==> src/hw/relay_sel_pkg.sv <==
// relay condition selector: register map, field layout, reset values, carriers
// assumes a 32-bit AXI4-Lite slave with byte addresses on word boundaries
package relay_sel_pkg;

  localparam int ADDR_W = 8;
  localparam logic [7:0] SEL_OFF = 8'h00;
  localparam logic [7:0] LEVEL_OFF = 8'h04;
  localparam logic [7:0] LIMIT_OFF = 8'h08;
  localparam logic [7:0] STATE_OFF = 8'h0c;
  localparam logic [7:0] IRQ_STAT_OFF = 8'h10;
  localparam logic [7:0] IRQ_CLR_OFF = 8'h14;
  localparam logic [7:0] IRQ_EN_OFF = 8'h18;

  localparam logic [4:0] SEL_RST = 5'h00;
  localparam logic [31:0] LEVEL_RST = 32'h0000_0000;
  localparam logic [7:0] LIMIT_RST = 8'h00;
  localparam logic [1:0] IRQ_EN_RST = 2'h0;

  localparam int IRQ_RISE_BIT = 0;
  localparam int IRQ_FALL_BIT = 1;
  localparam int STATE_RELAY_BIT = 0;
  localparam int STATE_COND_LSB = 8;
  localparam int CMD_RELAY_BIT = 6;

  localparam logic [1:0] RESP_OKAY = 2'b00;
  localparam logic [1:0] RESP_DECERR = 2'b11;

  typedef enum logic [4:0] {
    CODE_READY_FAULT = 5'b00000,
    CODE_AT_FREQ = 5'b00001,
    CODE_MOTOR_RUNNING = 5'b00010,
    CODE_REVERSE = 5'b00011,
    CODE_MOTOR_OVERLOAD = 5'b00100,
    CODE_RAMP_REG = 5'b00101,
    CODE_ABOVE_FREQ = 5'b00110,
    CODE_ABOVE_CUR = 5'b00111,
    bus_voltage_over_code = 5'b01000,
    CODE_RETRIES_EXCEEDED = 5'b01001,
    CODE_ABOVE_ANALOG = 5'b01010,
    network_driven_code = 5'b01011,
    unrecoverable_fault_code = 5'b01100,
    CODE_CMD_BIT = 5'b01101
  } relay_code_t;

  typedef struct packed {
    logic ready;
    logic fault;
    logic running;
    logic reverse;
    logic ramp_reg;
    logic at_freq;
    logic overload;
    logic nonres_fault;
  } drive_status_t;

  // all quantities in tenths of the displayed unit, same scale as the trip level
  typedef struct packed {
    logic [15:0] freq_dhz;
    logic [15:0] cur_dpct;
    logic [15:0] bus_dvolt;
    logic [15:0] ain_dpct;
  } drive_meas_t;

endpackage : relay_sel_pkg

==> src/hw/relay_output_condition_selector.sv <==
// relay output condition selector with AXI4-Lite register access and one interrupt
// assumes all drive inputs are synchronous to aclk and power-up drives aresetn low
// Operation
// - code 0: relay active when drive ready and no fault present.
// - code 2: relay active while motor is powered by the drive.
// - code 3: relay active while reverse direction is commanded.
// - code 5: relay active while ramp regulator stretches accel or decel.
// - code 6: relay active while output frequency exceeds trip level.
// - code 7: relay active while output current exceeds trip level.
// - code 8: relay active while bus voltage exceeds trip level.
// - code 9: relay active while restart attempts exceed the limit.
// - code 10: relay active while analog input exceeds trip level.
// - code 11: network writes trip level; zero turns relay off, nonzero on.
// - code 12: relay active on retries exceeded, restart disabled, or fatal fault.
// - code 13: relay follows bit 6 of the logic command word.
// - trip level is 32 bits, resets to zero, used by codes 6,7,8,10,11.
//
// The register addresses and register access over AXI4-Lite were decided locally.
`timescale 1ns/1ns
module relay_output_condition_selector (
  input wire logic aclk,
  input wire logic aresetn,
  input wire logic [relay_sel_pkg::ADDR_W-1:0] s_axi_awaddr,
  input wire logic s_axi_awvalid,
  output logic s_axi_awready,
  input wire logic [31:0] s_axi_wdata,
  input wire logic [3:0] s_axi_wstrb,
  input wire logic s_axi_wvalid,
  output logic s_axi_wready,
  output logic [1:0] s_axi_bresp,
  output logic s_axi_bvalid,
  input wire logic s_axi_bready,
  input wire logic [relay_sel_pkg::ADDR_W-1:0] s_axi_araddr,
  input wire logic s_axi_arvalid,
  output logic s_axi_arready,
  output logic [31:0] s_axi_rdata,
  output logic [1:0] s_axi_rresp,
  output logic s_axi_rvalid,
  input wire logic s_axi_rready,
  input wire relay_sel_pkg::drive_status_t drive_status,
  input wire relay_sel_pkg::drive_meas_t drive_meas,
  input wire logic [7:0] restart_count,
  input wire logic [15:0] logic_cmd_word,
  output logic relay_out,
  output logic irq
);
  import relay_sel_pkg::*;

  function automatic logic above(input logic [15:0] meas, input logic [31:0] lvl);
    above = {16'h0000, meas} > lvl;
  endfunction : above

  function automatic logic [31:0] merge(input logic [31:0] old, input logic [31:0] wd, input logic [3:0] strb);
    logic [31:0] res;
    res = old;
    for (int i = 0; i < 4; i++) begin
      if (strb[i]) begin
        res[8*i +: 8] = wd[8*i +: 8];
      end
    end
    merge = res;
  endfunction : merge

  // configuration and interrupt state
  logic [4:0] relay_condition_select_r, relay_condition_select_nxt;
  logic [31:0] relay_trip_level_r, relay_trip_level_nxt;
  logic [7:0] restart_attempt_limit_r, restart_attempt_limit_nxt;
  logic [1:0] irq_stat_r, irq_stat_nxt;
  logic [1:0] irq_en_r, irq_en_nxt;
  logic irq_r, irq_nxt;
  logic relay_r, relay_nxt;

  // bus state
  logic aw_full_r, aw_full_nxt;
  logic w_full_r, w_full_nxt;
  logic [ADDR_W-1:0] aw_addr_r, aw_addr_nxt;
  logic [31:0] w_data_r, w_data_nxt;
  logic [3:0] w_strb_r, w_strb_nxt;
  logic awready_r, awready_nxt;
  logic wready_r, wready_nxt;
  logic bvalid_r, bvalid_nxt;
  logic [1:0] bresp_r, bresp_nxt;
  logic arready_r, arready_nxt;
  logic rvalid_r, rvalid_nxt;
  logic [31:0] rdata_r, rdata_nxt;
  logic [1:0] rresp_r, rresp_nxt;

  logic do_wr;
  logic retries_exceeded;
  logic [1:0] irq_clr;

  assign do_wr = aw_full_r & w_full_r & ~bvalid_r;
  assign retries_exceeded = restart_count > restart_attempt_limit_r;

  // condition selection
  always_comb begin
    relay_nxt = 1'b0;
    case (relay_code_t'(relay_condition_select_r))
      CODE_READY_FAULT: relay_nxt = drive_status.ready & ~drive_status.fault;
      CODE_AT_FREQ: relay_nxt = drive_status.at_freq;
      CODE_MOTOR_RUNNING: relay_nxt = drive_status.running;
      CODE_REVERSE: relay_nxt = drive_status.reverse;
      CODE_MOTOR_OVERLOAD: relay_nxt = drive_status.overload;
      CODE_RAMP_REG: relay_nxt = drive_status.ramp_reg;
      CODE_ABOVE_FREQ: relay_nxt = above(drive_meas.freq_dhz, relay_trip_level_r);
      CODE_ABOVE_CUR: relay_nxt = above(drive_meas.cur_dpct, relay_trip_level_r);
      bus_voltage_over_code: relay_nxt = above(drive_meas.bus_dvolt, relay_trip_level_r);
      CODE_RETRIES_EXCEEDED: relay_nxt = retries_exceeded;
      CODE_ABOVE_ANALOG: relay_nxt = above(drive_meas.ain_dpct, relay_trip_level_r);
      network_driven_code: relay_nxt = |relay_trip_level_r;
      unrecoverable_fault_code: begin
        relay_nxt = retries_exceeded | (restart_attempt_limit_r == 8'h00) | drive_status.nonres_fault;
      end
      CODE_CMD_BIT: relay_nxt = logic_cmd_word[CMD_RELAY_BIT];
      default: relay_nxt = 1'b0;
    endcase
  end

  // register writes and interrupt status
  always_comb begin
    relay_condition_select_nxt = relay_condition_select_r;
    relay_trip_level_nxt = relay_trip_level_r;
    restart_attempt_limit_nxt = restart_attempt_limit_r;
    irq_en_nxt = irq_en_r;
    irq_clr = 2'b00;
    bresp_nxt = bresp_r;
    if (do_wr) begin
      bresp_nxt = RESP_OKAY;
      case (aw_addr_r)
        SEL_OFF: begin
          if (w_strb_r[0]) begin
            relay_condition_select_nxt = w_data_r[4:0];
          end
        end
        LEVEL_OFF: relay_trip_level_nxt = merge(relay_trip_level_r, w_data_r, w_strb_r);
        LIMIT_OFF: begin
          if (w_strb_r[0]) begin
            restart_attempt_limit_nxt = w_data_r[7:0];
          end
        end
        IRQ_CLR_OFF: begin
          if (w_strb_r[0]) begin
            irq_clr = w_data_r[1:0];
          end
        end
        IRQ_EN_OFF: begin
          if (w_strb_r[0]) begin
            irq_en_nxt = w_data_r[1:0];
          end
        end
        STATE_OFF, IRQ_STAT_OFF: bresp_nxt = RESP_OKAY;
        default: bresp_nxt = RESP_DECERR;
      endcase
    end
    // an edge in the clearing cycle stays set
    irq_stat_nxt = irq_stat_r & ~irq_clr;
    irq_stat_nxt[IRQ_RISE_BIT] = irq_stat_nxt[IRQ_RISE_BIT] | (relay_nxt & ~relay_r);
    irq_stat_nxt[IRQ_FALL_BIT] = irq_stat_nxt[IRQ_FALL_BIT] | (~relay_nxt & relay_r);
    irq_nxt = |(irq_stat_r & irq_en_r);
  end

  // bus handshakes; write channels taken in either order, one transfer at a time
  always_comb begin
    aw_full_nxt = (aw_full_r | (s_axi_awvalid & awready_r)) & ~do_wr;
    w_full_nxt = (w_full_r | (s_axi_wvalid & wready_r)) & ~do_wr;
    aw_addr_nxt = (s_axi_awvalid & awready_r) ? s_axi_awaddr : aw_addr_r;
    w_data_nxt = (s_axi_wvalid & wready_r) ? s_axi_wdata : w_data_r;
    w_strb_nxt = (s_axi_wvalid & wready_r) ? s_axi_wstrb : w_strb_r;
    bvalid_nxt = do_wr | (bvalid_r & ~s_axi_bready);
    awready_nxt = ~aw_full_nxt & ~bvalid_nxt;
    wready_nxt = ~w_full_nxt & ~bvalid_nxt;
    rvalid_nxt = (s_axi_arvalid & arready_r) | (rvalid_r & ~s_axi_rready);
    arready_nxt = ~rvalid_nxt;
    rdata_nxt = rdata_r;
    rresp_nxt = rresp_r;
    if (s_axi_arvalid & arready_r) begin
      rdata_nxt = 32'h0000_0000;
      rresp_nxt = RESP_OKAY;
      case (s_axi_araddr)
        SEL_OFF: rdata_nxt[4:0] = relay_condition_select_r;
        LEVEL_OFF: rdata_nxt = relay_trip_level_r;
        LIMIT_OFF: rdata_nxt[7:0] = restart_attempt_limit_r;
        STATE_OFF: begin
          rdata_nxt[STATE_RELAY_BIT] = relay_r;
          rdata_nxt[STATE_COND_LSB +: 8] = drive_status;
        end
        IRQ_STAT_OFF: rdata_nxt[1:0] = irq_stat_r;
        IRQ_EN_OFF: rdata_nxt[1:0] = irq_en_r;
        IRQ_CLR_OFF: rdata_nxt = 32'h0000_0000;
        default: rresp_nxt = RESP_DECERR;
      endcase
    end
  end

  always_ff @(posedge aclk) begin
    if (!aresetn) begin
      relay_condition_select_r <= SEL_RST;
      relay_trip_level_r <= LEVEL_RST;
      restart_attempt_limit_r <= LIMIT_RST;
      irq_stat_r <= 2'h0;
      irq_en_r <= IRQ_EN_RST;
      irq_r <= 1'b0;
      relay_r <= 1'b0;
      aw_full_r <= 1'b0;
      w_full_r <= 1'b0;
      aw_addr_r <= 8'h00;
      w_data_r <= 32'h0000_0000;
      w_strb_r <= 4'h0;
      awready_r <= 1'b0;
      wready_r <= 1'b0;
      bvalid_r <= 1'b0;
      bresp_r <= RESP_OKAY;
      arready_r <= 1'b0;
      rvalid_r <= 1'b0;
      rdata_r <= 32'h0000_0000;
      rresp_r <= RESP_OKAY;
    end else begin
      relay_condition_select_r <= relay_condition_select_nxt;
      relay_trip_level_r <= relay_trip_level_nxt;
      restart_attempt_limit_r <= restart_attempt_limit_nxt;
      irq_stat_r <= irq_stat_nxt;
      irq_en_r <= irq_en_nxt;
      irq_r <= irq_nxt;
      relay_r <= relay_nxt;
      aw_full_r <= aw_full_nxt;
      w_full_r <= w_full_nxt;
      aw_addr_r <= aw_addr_nxt;
      w_data_r <= w_data_nxt;
      w_strb_r <= w_strb_nxt;
      awready_r <= awready_nxt;
      wready_r <= wready_nxt;
      bvalid_r <= bvalid_nxt;
      bresp_r <= bresp_nxt;
      arready_r <= arready_nxt;
      rvalid_r <= rvalid_nxt;
      rdata_r <= rdata_nxt;
      rresp_r <= rresp_nxt;
    end
  end

  assign s_axi_awready = awready_r;
  assign s_axi_wready = wready_r;
  assign s_axi_bvalid = bvalid_r;
  assign s_axi_bresp = bresp_r;
  assign s_axi_arready = arready_r;
  assign s_axi_rvalid = rvalid_r;
  assign s_axi_rdata = rdata_r;
  assign s_axi_rresp = rresp_r;
  assign relay_out = relay_r;
  assign irq = irq_r;
endmodule : relay_output_condition_selector

==> config.mk <==
export PLATFORM = sky130hd
export DESIGN_NAME = relay_output_condition_selector
export DESIGN_NICKNAME = d
export VERILOG_FILES = /design/src/hw/relay_sel_pkg.sv /design/src/hw/relay_output_condition_selector.sv
export SDC_FILE = /design/constraint.sdc
export NUM_CORES = 1
export LEC_CHECK = 0
export BUFFER_PORTS_ARGS = -buffer_cell sky130_fd_sc_hd__buf_4
export CORE_MARGIN = 5
export CORE_UTILIZATION = 52
export CTS_CLUSTER_DIAMETER = 100
export DETAILED_ROUTE_END_ITERATION = 10
export MAX_ROUTING_LAYER = met4
export PLACE_DENSITY = 0.8
export SYNTH_ARGS = -nofsm -noshare
export SYNTH_HDL_FRONTEND = slang
export SYNTH_SLANG_ARGS = --single-unit
==> constraint.sdc <==
create_clock -name aclk -period 6.4 [get_ports aclk]
set_input_delay 0.96 -clock aclk [delete_from_list [all_inputs] [get_ports aclk]]
set_output_delay 0.96 -clock aclk [all_outputs]
set_load 0.02 [all_outputs]
==> results <==
- The flow ran to the end, and the final reports show no timing, DRC or antenna violations.
- The smallest clock period supported by the final layout is computed as 2.81 ns.
- The number of pins with negative max-slew slack in the final report is 0.
- In this run the worst path has a maximum fanout of 3.
- The clock latency on the worst-skew pair is 0.42 ns.
- In the final routed layout, each cell accounts on average for 16.9 microns.
- The total routing resource utilization after global routing is 26.0%.
- The adder and majority cell fraction of the synthesized area is 12.9%.
- The internal power of the cells totals between 0.0015 and 0.002 W.
- Across the VDD grid, the largest voltage drop is 0.179 mV.
- Gates resized during post-CTS repair numbered 0.
- The path class of the lowest-slack min-delay path is reg -> reg.
- The number of hold-slack violations in the final timing report was 0.
- The final net count is 1257.
- The fmax is around 360 MHz.
- The post-synthesis xor/xnor area fraction is 0%.
- STA classifies the critical path startpoint as an input port.
- Detailed placement finished with a half-perimeter wire length of 15.6 mm.
- The number of design-rule violations left by the first detailed-router iteration is between 300 and 400.
- Sorting the synthesized cells by area gives the leading types as sky130_fd_sc_hd__dfxtp_1 (39%), sky130_fd_sc_hd__ha_1 (13%), sky130_fd_sc_hd__nand2_1 (10%).
- At the end of the flow the core is filled with cells to between 60 and 70%.
- At the pin with the least slew margin, the transition time is 1.15 ns.
- The die is 126 microns wide.
- The layer flagged by global routing as most heavily used is met2.
- The area share of the leading cell type in the synthesized netlist is 38.9%.
- The top cell types in the final layout, fill and taps aside, are sky130_fd_sc_hd__nand2_1 (193), sky130_fd_sc_hd__buf_4 (186), sky130_fd_sc_hd__dfxtp_1 (136).
- The clock transition time at the flip-flop clock pins of the worst setup and hold paths is approximately 0.06 ns.
- For this design, the CTS-stage hold fixing added 0 buffers.
- The final weighted congestion in routability-driven placement is 0.901.
- In this run the power spent charging and discharging nets is 0.000498 W.
- The number of antenna violations at the first check in global routing was 0.
- The proportion of power drawn by flip-flops and latches is 42.1%.
- The signed area change from the synthesized netlist to the final layout is 29.2%.
- After global routing the overflow that remains totals 0.
- The sequential cell area is 2720 sq um.
- Clock tree synthesis inserted a total of 17 buffers.
- For this run, asynchronously set or reset flops after synthesis account for 0%.
- Summing the sequential cell areas from Yosys gives 38.9% of the chip area.
- The path type of the worst setup path is in -> reg.
- In this run, synthesis inferred 0 flip-flops with an integrated enable.
- The switching power as a share of total power is a little under a quarter.
- The final worst clock skew is 0.0101 ns.
- The number of setup buffers added after CTS is 0.
- Measured against its own limit, the worst slew margin works out to between 20% and 30%.
- The remaining number of nets flagged by the antenna check after routing is 0.
- The number of setup violations in the final report is 0.
- The global-route track usage on met2 is 40.5%.
- In the routed layout, each cell is associated on average with a via count of 5.68.
- Summing the areas of all compound-gate instances in the mapped netlist gives 18.3% of the synthesized area.
- For this run, the detailed router's first-pass iteration total came to 7.
- The cell area that synthesis handed to floorplanning was 7000 sq um.
- The share of synthesized cell area in and, or, nand and nor gates is 22.0%.
- The number of placement rows is 42.
- The maximum buffer depth of the clock tree is 2.
- Max-cap violations in this run came to 0.
- The number of nets handed over by synthesis was 1097.
- The type of element capturing the critical path is a flop.
- The number of top-level pins is around 200.
- The average instance area after synthesis is 8.05 sq um.
- Of the post-synthesis cell area, the part taken by muxes is roughly 3.4%.
- The region available for standard cell placement spans ~13000 sq um.
- The clock tree synthesis step divided the H-tree into 4 levels.
- The total clock sinks is 136.
- The area enclosed by the die boundary is 15900 sq um.
- The area used by multi-input combinational logic is 3970 sq um.
- The worst slack on hold paths is around 0.45 ns.
- The share of cells above drive strength 1 is between 20% and 30%.
- The number of global-route vias before repair was 6508.
- Yosys printed 0 warnings.
- The setup TNS after final layout is 0 ns.
- The global-route track usage on met3 is about 6.6%.
- The first global-routing pass estimated roughly 33 mm of wire.
- TritonCTS built the clock tree.
- For this run, design rule violations remaining after detail routing come to 0.
- The initial cell density of the core is 52.9%.
- The final-layout fill cell count is roughly 1100.
- The areal power density over the cells is about 230 nW/um^2.
- Leaving out fill and tap cells, the most frequent cell in the layout is sky130_fd_sc_hd__nand2_1.
- In the synthesized netlist, the number of instances is 870.
- Setup repair after global routing left no endpoint under its margin.
- By area, the combinational part of the netlist is dominated by simple AND/OR/NAND/NOR gates.
- The portion of total power attributed to the clock network is 47.8%.
- In this run, the combinational gates consume 10.1% of the power.
- The synthesized design spends more area on one cell type than any other, namely sky130_fd_sc_hd__dfxtp_1.
- The worst endpoint required time is a little under 7 ns.
- The via count of the routed design is approximately 6900.
- The synthesized flop and latch total is around 140.
- 0 antenna diodes ended up in the layout.
- The floorplan step set the die height to about 130 microns.
- The number of different library cells used by synthesis comes to 47.
- The count of input and output buffers is 182.
- The post-route fraction of the period consumed by the critical path is between 40% and 50%.
- The sum of internal, switching and leakage power is 0.00210 W.
- The aggregate routed wire length is 20.6 mm.
- Entering global routing, the biggest net connects 71 pins.
- In the global route stage, met1 resource usage came out at roughly a third.
- The reported leakage power is 3.63 nW.
- The flip-flop cell with the highest count after synthesis is sky130_fd_sc_hd__dfxtp_1.
- At the worst endpoint, the arrival time is 3.17 ns.
- CTS placed an instance of sky130_fd_sc_hd__clkbuf_16 at the clock tree root.
-- layout make-up --
class	count	share of cell area, %
clock buffer	18	4.85
timing repair buffer	186	15.4
multi-input combinational	655	43.8
clock inverter	14	1.91
inverter	34	1.42
sequential	136	30.1
tap	176	2.43
-- worst paths after layout --
| check | start | to | slack [ns] | cells after the start |
|---|---|---|---|---|
| min reg2reg | s_axi_rdata[1]$_SDFFE_PN0P_ | s_axi_rdata[1]$_SDFFE_PN0P_ | 0.45 | 2 |
| min | s_axi_rdata[1]$_SDFFE_PN0P_ | s_axi_rdata[1]$_SDFFE_PN0P_ | 0.45 | 2 |
| max reg2reg | relay_trip_level_r[15]$_SDFFE_PN0P_ | irq_stat_r[1]$_SDFF_PN0_ | 3.63 | 7 |
| max | drive_meas[62] | irq_stat_r[1]$_SDFF_PN0_ | 3.59 | 7 |
-- cell usage after synthesis (all sizes together) (5+ instances only) --
master   number
clkbuf       33
o211ai        5
a22oi        18
buf          12
nor4         11
a21oi       124
a31oi         6
nand3        24
and3          6
and2          8
nand4        18
nand2       193
nor2         57
ha           72
dfxtp       136
a211oi        5
nor3          6
inv          34
mux2i        23
o21ai        17
a2bb2oi      10
nor2b         8
-- per-layer routing --
metal	routed length [microns]	part of all wire (%)
met2	9520	46
met1	8920	43
met3	1630	7.9
met5	0	0
met4	515	2.5
-- flip-flops by register name, summed over array words and instances, names as in the netlist, 2 cells and up --
register and cells:
aw_addr_r 8, w_data_r 32, restart_attempt_limit_r 8, irq_en_r 2
w_strb_r 4, s_axi_rdata 32, relay_condition_select_r 5, irq_stat_r 2
relay_trip_level_r 32
-- logic make-up after synthesis --
kind of cell / after synthesis
flops: 136
fa+ha+maj: 72
mux: 24
compound gates: 210
simple gates: 349
buf+inv: 79
-- per-stage QoR --
| stage | setup slack [ns] | instances | cell area [sq um] |
|---|---|---|---|
| after floorplan | 3.57 | 870 | 7000 |
| after global placement | 3.23 | 1187 | 8430 |
| after detailed placement | 3.19 | 1187 | 8430 |
| after CTS | 3.62 | 1219 | 9050 |
| after global routing | 3.49 | 1219 | 9050 |
| final | 3.59 | 1219 | 9050 |
-- power groups by stage --
stage | combinational (W) | sequential (W) | clock [W]
after floorplan | 0.000107 | 0.000898 | 0
after global placement | 0.000206 | 0.000899 | 0
after detailed placement | 0.000211 | 0.000900 | 0
after CTS | 0.000212 | 0.000882 | 0.00101
after global routing | 0.000234 | 0.000884 | 0.00105
final | 0.000212 | 0.000882 | 0.00100
-- worst max-delay path: stages --
cell and delay (ns):
sky130_fd_sc_hd__buf_4 0.11, sky130_fd_sc_hd__ha_1 0.31, sky130_fd_sc_hd__nand4_1 0.17, sky130_fd_sc_hd__or4_1 0.61
sky130_fd_sc_hd__o2111a_1 0.31, sky130_fd_sc_hd__a2111oi_4 0.46, sky130_fd_sc_hd__a32o_1 0.24
(Power assumes the default switching activity.)
